[src/design/ufbc_pkg.sv]
// Behaviour
// - shared location write: bit 7 set updates frame control, clear updates baud high.
// - shared location reads bit 7 as one for frame control, zero for baud high.
// - mode select 0 is asynchronous, 1 is synchronous clocked operation.
// - parity field 00 off, 01 reserved, 10 even, 11 odd, both directions.
// - transmitter inserts computed parity into every frame when enabled.
// - receiver checks parity and flags a parity error on mismatch.
// - stop select 0 sends one stop bit, 1 sends two; receiver ignores it.
// - three-bit size code gives 5, 6, 7, 8 or 9 data bits.
// - sync polarity 0: transmit on rising, sample on falling; 1 swaps.
// - baud setting is 12 bits: four high bits, eight low bits.
// - writing baud low reloads the prescaler with the full setting at once.
// - reset gives async, no parity, one stop, 8 bits, polarity 0, baud 0.
// - registers sit at I/O offsets 0x00-0x3F and at offset plus 0x20.
// - double speed in async mode cuts the divider from 16 to 8.
// - short characters: unused transmit bits ignored, received ones read zero.
package ufbc_pkg;
    // ----------------------------------------------------------------
    // register map
    // ----------------------------------------------------------------
    localparam logic [7:0] OFS_BAUD_LOW = 8'h09;
    localparam logic [7:0] OFS_CTRL_B = 8'h0A;
    localparam logic [7:0] OFS_CTRL_STAT_A = 8'h0B;
    localparam logic [7:0] OFS_DATA_BUFFER = 8'h0C;
    localparam logic [7:0] OFS_SHARED = 8'h20;
    localparam logic [7:0] IO_TOP = 8'h3F;
    localparam logic [7:0] DATA_SPACE_BASE = 8'h20;
    localparam logic [7:0] DATA_SPACE_TOP = 8'h5F;
    localparam int REG_SELECT_BIT = 7;
    localparam int CSA_TX_DONE_BIT = 6;
    localparam logic [7:0] CSA_RESET = 8'h20;
    localparam logic [3:0] OSR_NORMAL_LAST = 4'hF;
    localparam logic [3:0] OSR_DOUBLE_LAST = 4'h7;
    localparam int BAUD_WIDTH = 12;

    typedef struct packed {
        logic sync_mode_select;
        logic parity_enable_bit;
        logic parity_odd_bit;
        logic stop_bits_select;
        logic char_size_mid;
        logic char_size_low;
        logic clock_polarity;
    } ufbc_frame_cfg_t;

    localparam ufbc_frame_cfg_t FFC_RESET = 7'h06;

    typedef struct packed {
        logic wr;
        logic rd;
        logic data_space;
        logic [7:0] addr;
        logic [7:0] wdata;
    } ufbc_io_req_t;

    typedef struct packed {
        logic [8:0] data;
        logic frame_err;
        logic parity_err;
    } ufbc_rx_word_t;

    typedef enum logic [2:0] {TX_IDLE, TX_START, TX_DATA, TX_PAR, TX_STOP1, TX_STOP2} ufbc_tx_st_t;
    typedef enum logic [2:0] {RX_IDLE, RX_START, RX_DATA, RX_PAR, RX_STOP} ufbc_rx_st_t;

    function automatic logic [3:0] ufbc_char_bits(input logic [2:0] code);
        case (code)
            3'h0: ufbc_char_bits = 4'h5;
            3'h1: ufbc_char_bits = 4'h6;
            3'h2: ufbc_char_bits = 4'h7;
            3'h7: ufbc_char_bits = 4'h9;
            default: ufbc_char_bits = 4'h8;
        endcase
    endfunction
endpackage

[src/design/ufbc_core.sv]
`timescale 1ns/10ps
`default_nettype none
module ufbc_core import ufbc_pkg::*; (
    input wire logic ref_clk,
    input wire logic rst_b,
    input wire ufbc_io_req_t io_req,
    output logic [7:0] io_rdata,
    input wire logic rxd_pin,
    output logic txd_out,
    output logic txd_oe,
    output logic sync_serial_clock_out,
    output logic sync_serial_clock_oe
);
    typedef struct packed {
        ufbc_frame_cfg_t cfg;
        logic sel;
        logic [3:0] baud_hi;
        logic [7:0] baud_lo;
        logic reload;
        logic double_speed;
        logic mpcm;
        logic [2:0] irq_en;
        logic rx_en;
        logic tx_en;
        logic char_size_high;
        logic tx_ninth_bit;
        logic tx_empty;
        logic tx_done;
        logic [8:0] tx_hold;
        ufbc_tx_st_t tx_st;
        logic [8:0] tx_data;
        logic [3:0] tx_idx;
        logic tx_par;
        logic [3:0] tx_os;
        logic txd;
        ufbc_rx_st_t rx_st;
        logic [8:0] rx_data;
        logic [3:0] rx_idx;
        logic rx_par;
        logic rx_pe;
        logic [3:0] rx_os;
        logic overrun;
        logic sync_serial_clock;
        logic sync1;
        logic sync2;
        logic [7:0] rdata;
    } ufbc_core_st_t;

    ufbc_core_st_t s;
    ufbc_core_st_t next_s;
    logic tick;
    logic fifo_in_valid;
    logic fifo_in_ready;
    ufbc_rx_word_t fifo_in_data;
    logic fifo_out_valid;
    logic fifo_out_ready;
    ufbc_rx_word_t fifo_out_data;
    logic [7:0] off;
    logic hit;
    logic [3:0] nbits;
    logic [3:0] osr_last;
    logic tx_step;
    logic rx_step;
    logic tx_edge;
    logic rx_edge;
    logic rxd;
    logic [3:0] tx_next_idx;

    // ----------------------------------------------------------------
    // baud prescaler and receive buffer
    // ----------------------------------------------------------------
    ufbc_baud #(.WIDTH(BAUD_WIDTH)) u_baud (
        .ref_clk(ref_clk),
        .rst_b(rst_b),
        .setting({s.baud_hi, s.baud_lo}),
        .reload(s.reload),
        .tick(tick)
    );

    ufbc_fifo2 #(.WIDTH($bits(ufbc_rx_word_t)), .DEPTH(2)) u_rx_fifo (
        .ref_clk(ref_clk),
        .rst_b(rst_b),
        .in_valid(fifo_in_valid),
        .in_ready(fifo_in_ready),
        .in_data(fifo_in_data),
        .out_valid(fifo_out_valid),
        .out_ready(fifo_out_ready),
        .out_data(fifo_out_data)
    );

    // ----------------------------------------------------------------
    // decode and bit timing
    // ----------------------------------------------------------------
    always_comb begin
        off = io_req.data_space ? io_req.addr - DATA_SPACE_BASE : io_req.addr;
        hit = io_req.data_space ? (io_req.addr >= DATA_SPACE_BASE && io_req.addr <= DATA_SPACE_TOP)
                                : (io_req.addr <= IO_TOP);
    end

    assign nbits = ufbc_char_bits({s.char_size_high, s.cfg.char_size_mid, s.cfg.char_size_low});
    assign osr_last = s.double_speed ? OSR_DOUBLE_LAST : OSR_NORMAL_LAST;
    assign tx_edge = tick && (s.sync_serial_clock == s.cfg.clock_polarity);
    assign rx_edge = tick && (s.sync_serial_clock != s.cfg.clock_polarity);
    assign tx_step = s.cfg.sync_mode_select ? tx_edge : (tick && s.tx_os == osr_last);
    assign rx_step = s.cfg.sync_mode_select ? rx_edge : (tick && s.rx_os == osr_last);
    assign rxd = s.sync2;
    assign tx_next_idx = s.tx_idx + 4'h1;
    assign fifo_in_valid = (s.rx_st == RX_STOP) && rx_step;
    assign fifo_in_data = '{data: s.rx_data, frame_err: !rxd, parity_err: s.rx_pe};
    assign fifo_out_ready = io_req.rd && hit && (off == OFS_DATA_BUFFER);

    // ----------------------------------------------------------------
    // next state
    // ----------------------------------------------------------------
    always_comb begin
        next_s = s;
        next_s.sync1 = rxd_pin;
        next_s.sync2 = s.sync1;
        next_s.reload = 1'b0;
        // register writes
        if (io_req.wr && hit) begin
            case (off)
                OFS_SHARED: begin
                    next_s.sel = io_req.wdata[REG_SELECT_BIT];
                    if (io_req.wdata[REG_SELECT_BIT]) begin
                        next_s.cfg = io_req.wdata[6:0];
                    end else begin
                        next_s.baud_hi = io_req.wdata[3:0];
                    end
                end
                OFS_BAUD_LOW: begin
                    next_s.baud_lo = io_req.wdata;
                    next_s.reload = 1'b1;
                end
                OFS_CTRL_STAT_A: begin
                    if (io_req.wdata[CSA_TX_DONE_BIT]) begin
                        next_s.tx_done = 1'b0;
                    end
                    next_s.double_speed = io_req.wdata[1];
                    next_s.mpcm = io_req.wdata[0];
                end
                OFS_CTRL_B: begin
                    next_s.irq_en = io_req.wdata[7:5];
                    next_s.rx_en = io_req.wdata[4];
                    next_s.tx_en = io_req.wdata[3];
                    next_s.char_size_high = io_req.wdata[2];
                    next_s.tx_ninth_bit = io_req.wdata[0];
                end
                OFS_DATA_BUFFER: begin
                    if (s.tx_empty) begin
                        next_s.tx_hold = {s.tx_ninth_bit, io_req.wdata};
                        next_s.tx_empty = 1'b0;
                    end
                end
                default: begin
                end
            endcase
        end
        // register reads
        next_s.rdata = 8'h00;
        if (io_req.rd && hit) begin
            case (off)
                OFS_SHARED: next_s.rdata = s.sel ? {1'b1, s.cfg} : {4'h0, s.baud_hi};
                OFS_BAUD_LOW: next_s.rdata = s.baud_lo;
                OFS_CTRL_STAT_A: next_s.rdata = {fifo_out_valid, s.tx_done, s.tx_empty,
                    fifo_out_valid && fifo_out_data.frame_err, s.overrun,
                    fifo_out_valid && fifo_out_data.parity_err, s.double_speed, s.mpcm};
                OFS_CTRL_B: next_s.rdata = {s.irq_en, s.rx_en, s.tx_en, s.char_size_high,
                    fifo_out_valid && fifo_out_data.data[8], s.tx_ninth_bit};
                OFS_DATA_BUFFER: begin
                    next_s.rdata = fifo_out_data.data[7:0];
                    next_s.overrun = 1'b0;
                end
                default: next_s.rdata = 8'h00;
            endcase
        end
        // serial clock
        if (s.cfg.sync_mode_select) begin
            next_s.sync_serial_clock = tick ? ~s.sync_serial_clock : s.sync_serial_clock;
        end else begin
            next_s.sync_serial_clock = s.cfg.clock_polarity;
        end
        if (tick) begin
            next_s.tx_os = (s.tx_os == osr_last) ? 4'h0 : s.tx_os + 4'h1;
        end
        // transmitter
        if (tx_step) begin
            case (s.tx_st)
                TX_IDLE: begin
                    if (s.tx_en && !s.tx_empty) begin
                        next_s.tx_data = s.tx_hold;
                        next_s.tx_empty = 1'b1;
                        next_s.txd = 1'b0;
                        next_s.tx_st = TX_START;
                    end
                end
                TX_START: begin
                    next_s.txd = s.tx_data[0];
                    next_s.tx_par = s.tx_data[0];
                    next_s.tx_idx = 4'h0;
                    next_s.tx_st = TX_DATA;
                end
                TX_DATA: begin
                    if (s.tx_idx == nbits - 4'h1) begin
                        if (s.cfg.parity_enable_bit) begin
                            next_s.txd = s.tx_par ^ s.cfg.parity_odd_bit;
                            next_s.tx_st = TX_PAR;
                        end else begin
                            next_s.txd = 1'b1;
                            next_s.tx_st = TX_STOP1;
                        end
                    end else begin
                        next_s.tx_idx = tx_next_idx;
                        next_s.txd = s.tx_data[tx_next_idx];
                        next_s.tx_par = s.tx_par ^ s.tx_data[tx_next_idx];
                    end
                end
                TX_PAR: begin
                    next_s.txd = 1'b1;
                    next_s.tx_st = TX_STOP1;
                end
                TX_STOP1: begin
                    next_s.tx_st = s.cfg.stop_bits_select ? TX_STOP2 : TX_IDLE;
                    next_s.tx_done = next_s.tx_done || (!s.cfg.stop_bits_select && s.tx_empty);
                end
                TX_STOP2: begin
                    next_s.tx_st = TX_IDLE;
                    next_s.tx_done = next_s.tx_done || s.tx_empty;
                end
                default: next_s.tx_st = TX_IDLE;
            endcase
        end
        // receiver
        if (!s.cfg.sync_mode_select && tick && s.rx_st != RX_IDLE) begin
            next_s.rx_os = (s.rx_os == osr_last) ? 4'h0 : s.rx_os + 4'h1;
        end
        case (s.rx_st)
            RX_IDLE: begin
                next_s.rx_os = 4'h0;
                next_s.rx_data = 9'h000;
                next_s.rx_idx = 4'h0;
                next_s.rx_par = 1'b0;
                next_s.rx_pe = 1'b0;
                if (s.rx_en && !rxd) begin
                    if (!s.cfg.sync_mode_select) begin
                        next_s.rx_st = RX_START;
                    end else if (rx_edge) begin
                        next_s.rx_st = RX_DATA;
                    end
                end
            end
            RX_START: begin
                if (tick && s.rx_os == (osr_last >> 1)) begin
                    next_s.rx_os = 4'h0;
                    next_s.rx_st = rxd ? RX_IDLE : RX_DATA;
                end
            end
            RX_DATA: begin
                if (rx_step) begin
                    next_s.rx_data[s.rx_idx] = rxd;
                    next_s.rx_par = s.rx_par ^ rxd;
                    next_s.rx_idx = s.rx_idx + 4'h1;
                    if (s.rx_idx == nbits - 4'h1) begin
                        next_s.rx_st = s.cfg.parity_enable_bit ? RX_PAR : RX_STOP;
                    end
                end
            end
            RX_PAR: begin
                if (rx_step) begin
                    next_s.rx_pe = s.rx_par ^ rxd ^ s.cfg.parity_odd_bit;
                    next_s.rx_st = RX_STOP;
                end
            end
            RX_STOP: begin
                if (rx_step) begin
                    next_s.rx_st = RX_IDLE;
                    if (!fifo_in_ready) begin
                        next_s.overrun = 1'b1;
                    end
                end
            end
            default: next_s.rx_st = RX_IDLE;
        endcase
    end

    always_ff @(posedge ref_clk or negedge rst_b) begin
        if (!rst_b) begin
            s <= '0;
            s.cfg <= FFC_RESET;
            s.sel <= 1'b1;
            s.tx_empty <= CSA_RESET[5];
            s.txd <= 1'b1;
            s.sync1 <= 1'b1;
            s.sync2 <= 1'b1;
        end else begin
            s <= next_s;
        end
    end

    // ----------------------------------------------------------------
    // outputs
    // ----------------------------------------------------------------
    assign io_rdata = s.rdata;
    assign txd_out = s.txd;
    assign txd_oe = s.tx_en || (s.tx_st != TX_IDLE);
    assign sync_serial_clock_out = s.sync_serial_clock;
    assign sync_serial_clock_oe = s.cfg.sync_mode_select;
endmodule
`default_nettype wire

[src/design/ufbc_baud.sv]
`timescale 1ns/10ps
`default_nettype none
module ufbc_baud import ufbc_pkg::*; #(
    parameter int WIDTH = BAUD_WIDTH
) (
    input wire logic ref_clk,
    input wire logic rst_b,
    input wire logic [WIDTH-1:0] setting,
    input wire logic reload,
    output logic tick
);
    if (WIDTH < 1 || WIDTH > 16) begin
        $error("ufbc_baud: width out of range");
    end

    typedef struct packed {
        logic [WIDTH-1:0] cnt;
    } ufbc_baud_st_t;

    ufbc_baud_st_t s;
    ufbc_baud_st_t next_s;

    // ----------------------------------------------------------------
    // prescaler: tick once every setting plus one clocks
    // ----------------------------------------------------------------
    always_comb begin
        next_s = s;
        if (reload) begin
            next_s.cnt = setting;
        end else if (s.cnt == '0) begin
            next_s.cnt = setting;
        end else begin
            next_s.cnt = s.cnt - 1'b1;
        end
    end

    always_ff @(posedge ref_clk or negedge rst_b) begin
        if (!rst_b) begin
            s <= '0;
        end else begin
            s <= next_s;
        end
    end

    assign tick = (s.cnt == '0) && !reload;
endmodule
`default_nettype wire

[src/design/ufbc_fifo2.sv]
`timescale 1ns/10ps
`default_nettype none
module ufbc_fifo2 #(
    parameter int WIDTH = 11,
    parameter int DEPTH = 2
) (
    input wire logic ref_clk,
    input wire logic rst_b,
    input wire logic in_valid,
    output logic in_ready,
    input wire logic [WIDTH-1:0] in_data,
    output logic out_valid,
    input wire logic out_ready,
    output logic [WIDTH-1:0] out_data
);
    if (DEPTH != 2 || WIDTH < 1) begin
        $error("ufbc_fifo2: only two entries supported");
    end

    typedef struct packed {
        logic [DEPTH-1:0][WIDTH-1:0] mem;
        logic wr_ptr;
        logic rd_ptr;
        logic [1:0] count;
    } ufbc_fifo_st_t;

    ufbc_fifo_st_t s;
    ufbc_fifo_st_t next_s;
    logic push;
    logic pop;

    // ----------------------------------------------------------------
    // two-entry store
    // ----------------------------------------------------------------
    assign in_ready = (s.count != 2'h2);
    assign out_valid = (s.count != 2'h0);
    assign out_data = s.mem[s.rd_ptr];
    assign push = in_valid && in_ready;
    assign pop = out_valid && out_ready;

    always_comb begin
        next_s = s;
        if (push) begin
            next_s.mem[s.wr_ptr] = in_data;
            next_s.wr_ptr = ~s.wr_ptr;
        end
        if (pop) begin
            next_s.rd_ptr = ~s.rd_ptr;
        end
        next_s.count = s.count + {1'b0, push} - {1'b0, pop};
    end

    always_ff @(posedge ref_clk or negedge rst_b) begin
        if (!rst_b) begin
            s <= '0;
        end else begin
            s <= next_s;
        end
    end
endmodule
`default_nettype wire

[config.mk]
export PLATFORM = sky130hd
export DESIGN_NAME = ufbc_core
export DESIGN_NICKNAME = d
export VERILOG_FILES = /design/src/design/ufbc_pkg.sv /design/src/design/ufbc_core.sv /design/src/design/ufbc_baud.sv /design/src/design/ufbc_fifo2.sv
export SDC_FILE = /design/constraint.sdc
export NUM_CORES = 1
export LEC_CHECK = 0
export BUFFER_PORTS_ARGS = -buffer_cell sky130_fd_sc_hd__buf_4
export CORE_ASPECT_RATIO = 0.7
export CORE_MARGIN = 1.5
export CORE_UTILIZATION = 35
export CTS_BUF_LIST = sky130_fd_sc_hd__clkbuf_4 sky130_fd_sc_hd__clkbuf_8
export DETAILED_ROUTE_END_ITERATION = 16
export HOLD_SLACK_MARGIN = 0.12
export SLEW_MARGIN = 30
export SYNTH_ARGS = -nofsm -noshare
export SYNTH_HDL_FRONTEND = slang
export SYNTH_SLANG_ARGS = --single-unit
export TNS_END_PERCENT = 50
[constraint.sdc]
create_clock -name ref_clk -period 2.9 [get_ports ref_clk]
set_input_delay 0.87 -clock ref_clk [delete_from_list [all_inputs] [get_ports ref_clk]]
set_output_delay 0.87 -clock ref_clk [all_outputs]
set_load 0.01 [all_outputs]
==> flow_summary.ini, run 1 <==
[critical_path]
worstReg2RegStart = u_baud.s[7]
crit_arrival_ps = 3020
path_class = in -> reg
max_stage_delay_ps = 340
r2r_slack_ps = 290
crit_chain = buf_4 > inv_1 > ha_1 > xnor2_1 > a31oi_2 > nor4_4 > nand3_1 > nor2_2 > ha_1 > inv_1 > ha_1 > xnor2_1 > xnor2_1
critical-path-top-delay-family = simple AND/OR/NAND/NOR gates
start_kind = input port
worstSetupEndpointType = register
rr_endpoint = s[42]
critPathSlowestCell = nor4_4
reg2reg_depth = 6
required_ps = 3270
critical_path.max_fanout = 2
path_buf_inv = 3

[grt]
grt_max_degree = 59
grt_antenna_before_repair = 0
grt-ovfl-total = 0
grt_usage_pct = 18.21
grt_pass1_wl_um = 28280
first_global_vias = 5091

[clock_tree]
clk_path_buf_depth = 2
clk_latency_ps = 450
path_clk_slew_ps = 80
cts-resized-gates = 0
cts_tree = done
cts_inserted_buffers = 17
cts_sinks = 135
cts_hold_buf = 0
postCtsSetupRepairBufs = 0
h-tree-depth = 4
root_buffer = clkbuf_8

[synth]
ys_types = 66
netlist_area_um2 = 6955
synthFlopType = dfrtp_1
ys_top_cells_by_area = dfrtp_1, mux2_2, nand2_1, o21ai_0, dfstp_2
yosysWarnings = 0
ys_ff_latch = 135
ys_seq_area_share_pct = 48.70
async_flop_share_pct = 100.0
syn_area_per_cell_um2 = 10.72
synth_edf_count = 0
synth_top_area_share_pct = 46.05
synthesis.nets = 683
syn_inst = 649
yosys.area.top_type = dfrtp_1

[final_layout]
layout_common_cells = dfrtp_1, mux2_2, nand2_1
diodes = 0
drive_gt1_share_pct = 27.49
nets = 734
syn_to_final_growth_pct = 16.21
final_common_cell = dfrtp_1
final-instance-count-excl-fill = 977

[routing]
vias_per_cell = 5.306
top_layer = met4
first_pass_iters = 5
drcViolationCount = 0
routed_wl_um = 17650
wl_met3_um = 1142
vias = 5184
ant_nets = 0
wl_per_cell_um = 18.06
drt_iter0_markers = 438
dr_wl_met2_um = 7343
met1_length_um = 9065

[timing]
worst_pin_slew_ps = 696.8
setup_viol = 0
setup_slack_ps = 254.7
hold_slack_ps = 340.7
fmax_mhz = 378.0
setup_tns_ps = 0
rsz0062_at_grt = false
hold_violations = 0
slew_viol_final = 0
fin_crit_ps = 2645
finClkSkew_ps = 14.67
fin_crit_sh_pct = 91.22
max-slew-margin-rel_pct = 53.19

[floorplan]
start_util_pct = 36.26
core_um2 = 19180
die_w_um = 171.5
dieArea_um2 = 20740
ios = 34
rows = 42
die_height_um = 120.9

[place]
hpwlAfterDp_um = 13040
place_ws_ps = -151.8
dp_cells = 945
gp_congestion = 0.9637
io_buffers = 33

[power_and_ir_drop]
p_per_area_nw_per_um2 = 568.6
peakVddDrop_uv = 267.6
p_total_mw = 4.596
power_leakage_nw = 3.654

[status]
run_status = finished clean

[hold_path]
hp-class = in -> async

[flow_run]
cap_violations = 0
report_power, final:
part,leakage (nW),switching [mW],internal [mW]
Clock,0.213,0.777,0.953
Sequential,1.82,0.170,2.01
Combinational,1.62,0.408,0.280
sequential cells by signal (all words and copies together), names as in the netlist:
signal / flops
sync_serial_clock_oe: 1
rxd: 1
sync_serial_clock_out: 1
fifo_in_data: 10
u_rx_fifo.s: 26
io_rdata: 8
txd_out: 1
u_baud.s: 12
s: 74
next_s: 1
cell type report:
type	instances	area, um2
clock buffers	18	241.5
fillers	1806	11100
clock inverters	14	200.2
repair buffers	60	466.7
multi-input cells	466	3382
well taps	264	330.3
inverters	20	75.07
flip-flops and latches	135	3387
Yosys cell counts (all sizes together) (12+ instances only):
master	instances
dfrtp	128
mux2	76
nand2	62
nor2	45
o21ai	41
a21oi	23
inv	20
xnor2	20
nor3	19
nand3	17
mux2i	16
buf	14
clkbuf	14
xor2	14
ha	12
cell families after synthesis:
| kind of cell | synth area share, % |
|---|---|
| and+or+nand+nor | 15.47 |
| DFF | 48.70 |
| AOI/OAI and AO/OA | 11.03 |
| muxes | 15.25 |
| buffers and inverters | 3.112 |
| xor gates and xnor gates | 4.281 |
| adders and majority gates | 2.159 |
per-stage QoR:
stage	area, um2	utilization [%]
CTS	8083	42.14
global placement	7641	39.84
floorplan	6979	-
global route	8083	42.14
detailed placement	7641	39.84
finish	8083	42.14
routing by layer:
| layer | global-route usage (%) | up-vias |
|---|---|---|
| met5 | 0 | - |
| met4 | 3.125 | 0 |
| met3 | 4.925 | 7 |
| met2 | 25.48 | 145 |
| met1 | 27.98 | 2609 |
| li1 | - | 2423 |
worst max-delay path by stage:
stage	slack (ps)	to	startpoint	cells past startpoint
2_1_floorplan	10	u_rx_fifo.s[1]	io_req[14]	12
4_1_cts	300	u_rx_fifo.s[1]	io_req[13]	13
6_report	250	u_rx_fifo.s[1]	io_req[13]	13
3_3_place_gp	-60	u_rx_fifo.s[1]	io_req[13]	13
3_5_place_dp	-150	u_rx_fifo.s[1]	io_req[13]	13
5_1_grt	180	s[42]	u_baud.s[0]	9
No activity file was read; power rests on OpenSTA's default activity.
==> run 2: changes to the inputs <==
--- a/config.mk
+++ b/config.mk
@@ -5,6 +5,7 @@
 export SDC_FILE = /design/constraint.sdc
 export NUM_CORES = 1
 export LEC_CHECK = 0
+export ABC_AREA = 1
 export BUFFER_PORTS_ARGS = -buffer_cell sky130_fd_sc_hd__buf_4
 export CORE_ASPECT_RATIO = 0.7
 export CORE_MARGIN = 1.5
==> run 2 against run 1 <==
Via count grew 23%. Die area grew 6.4%. Combinational power shrank 6.5%. Setup slack gained 150 ps. Clock-buffer cell count shrank 1. Worst hold slack gained 13 ps. First-iteration DRC count grew 41%. Fmax grew 5.9%. Sequential power shrank 5%. Synthesized cell count grew 49%. Total power shrank 3.7%. Clock power is essentially flat. Critical path type is now reg -> reg. Critical endpoint is now u_rx_fifo.s[16].
==> flow_summary.ini, run 2 <==
[status]
run_status = finished clean

[final_layout]
syn_to_final_growth_pct = 12.90
layout_common_cells = nand2_1, dfrtp_1, inv_1
nets = 1038
final_common_cell = nand2_1
diodes = 0
reg_top3 = s: 74 flops, u_rx_fifo.s: 26 flops, u_baud.s: 12 flops
largest_register = s
drive_gt1_share_pct = 13.67
largest_reg_flops = 74
finalInstanceArea_um2 = 8366

[grt]
grt_max_degree = 47
first_global_vias = 6006
grt_antenna_before_repair = 0
grt_pass1_wl_um = 32620
grt-ovfl-total = 0
grt_usage_pct = 19.09

[power_and_ir_drop]
p_per_area_nw_per_um2 = 529.2
power_leakage_nw = 4.107
peakVddDrop_uv = 280.1

[synth]
syn_area_per_cell_um2 = 7.647
yosysMostFrequentCell = nand2_1
syn_inst = 969
synthFlopType = dfrtp_1
synth_top_area_share_pct = 43.23
synthTopCellsByCount = nand2_1, dfrtp_1, inv_1, nand3_1, nor2_1
synthesis.nets = 1003
ys_types = 39
netlist_area_um2 = 7410
ys_seq_area_share_pct = 45.71
async_flop_share_pct = 100.0
yosys.area.top_type = dfrtp_1
ys_top_cells_by_area = dfrtp_1, nand2_1, nand3_1, inv_1, o21ai_0
yosysWarnings = 0
synth_edf_count = 0
ys_ff_latch = 135

[clock_tree]
cts_tree = done
cts_hold_buf = 0
cts_sinks = 135
postCtsSetupRepairBufs = 0
root_buffer = clkbuf_8
cts_inserted_buffers = 17
cts-resized-gates = 0
clk_latency_ps = 460
clk_path_buf_depth = 2
path_clk_slew_ps = 90
h-tree-depth = 4

[critical_path]
path_class = reg -> reg
worstSetupEndpointType = register
start_kind = register
critical_path.max_fanout = 12
required_ps = 3270
crit_arrival_ps = 2870
reg2reg_depth = 10

[place]
gp_congestion = 0.8925
dpl_cell_area_um2 = 7939
hpwlAfterDp_um = 14830
io_buffers = 33

[routing]
wl_per_cell_um = 15.26
drcViolationCount = 0
first_pass_iters = 6
drt_iter0_markers = 616
routed_wl_um = 19730
ant_nets = 0
vias = 6384
vias_per_cell = 4.937

[timing]
slew_viol_final = 0
fin_crit_sh_pct = 86.13
fin_crit_ps = 2498
setup_tns_ps = 0
worst_pin_slew_ps = 580.4
fmax_mhz = 400.4
rsz0062_at_grt = false
finClkSkew_ps = 14.69
max-slew-margin-rel_pct = 61.10
hold_violations = 0
setup_viol = 0

[flow_run]
cap_violations = 0

[floorplan]
rows = 44
die_w_um = 176.9
die_height_um = 124.7
start_util_pct = 35.70
dieArea_um2 = 22070
core_um2 = 20750
ios = 34

[hold_path]
hp-class = in -> async
[run 2: cell families after synthesis]
family | share of synthesized area [%]
compound gates | 9.135
xor+xnor | 2.246
fa+ha+maj | 2.026
buf+inv | 8.899
flops | 45.71
simple gates | 31.98
[run 2: routing by layer]
| metal | wire (um) | GRT usage (%) | share of wire [%] |
|---|---|---|---|
| met5 | 0 | 0 | 0 |
| met3 | 1502 | 5.159 | 7.6 |
| met2 | 7586 | 24.59 | 38 |
| met1 | 10480 | 30.55 | 53 |
| met4 | 152 | 4.636 | 0.77 |
[run 2: critical path, stage by stage, from the launching register on]
cell and delay, ps:
dfrtp_1 390, inv_1 100, ha_1 180, nand3_1 90, nor2_2 250, nand3_1 210, nor2_2 230, nand2_2 130
inv_2 210, nand2_1 340, o21ai_0 270
[run 2: worst paths after layout]
kind	startpoint	endpoint	slack, ps
min	rst_b	u_rx_fifo.s[0]	350
max	u_baud.s[0]	u_rx_fifo.s[16]	400
min reg2reg	next_s[8]	rxd	360
max reg2reg	u_baud.s[0]	u_rx_fifo.s[16]	400
min in group ref_clk	next_s[8]	rxd	360
max in group asynchronous	rst_b	s[89]	1860
[run 2: cell type report]
| cell class | count | area (um2) |
|---|---|---|
| Multi-Input combinational cell | 682 | 3363 |
| Sequential cell | 135 | 3387 |
| Clock buffer | 17 | 234.0 |
| Clock inverter | 15 | 192.7 |
| Tap cell | 276 | 345.3 |
| Timing Repair Buffer | 49 | 396.6 |
| Inverter | 119 | 446.7 |
| Fill cell | 2120 | 12390 |
[run 2: report_power, final]
group	switching [mW]	internal, mW	total, mW
registers	0.0962	1.97	2.07
logic	0.442	0.201	0.643
clock network	0.842	0.873	1.71
[run 2: metrics by stage]
| step | total power, mW | setup WS, ps | std cells | util, % | hold slack, ps |
|---|---|---|---|---|---|
| 6_report | 4.427 | 402.2 | 1293 | 40.31 | 353.9 |
| 3_3_place_gp | 2.731 | 141.1 | 1261 | 38.25 | 346.7 |
| 4_1_cts | 4.449 | 433.7 | 1293 | 40.31 | 344.1 |
| 2_1_floorplan | 2.529 | 181.2 | 969 | - | 345.2 |
| 5_1_grt | 4.642 | 188.0 | 1293 | 40.31 | 364.4 |
| 3_5_place_dp | 2.734 | 72.31 | 1261 | 38.25 | 350.7 |
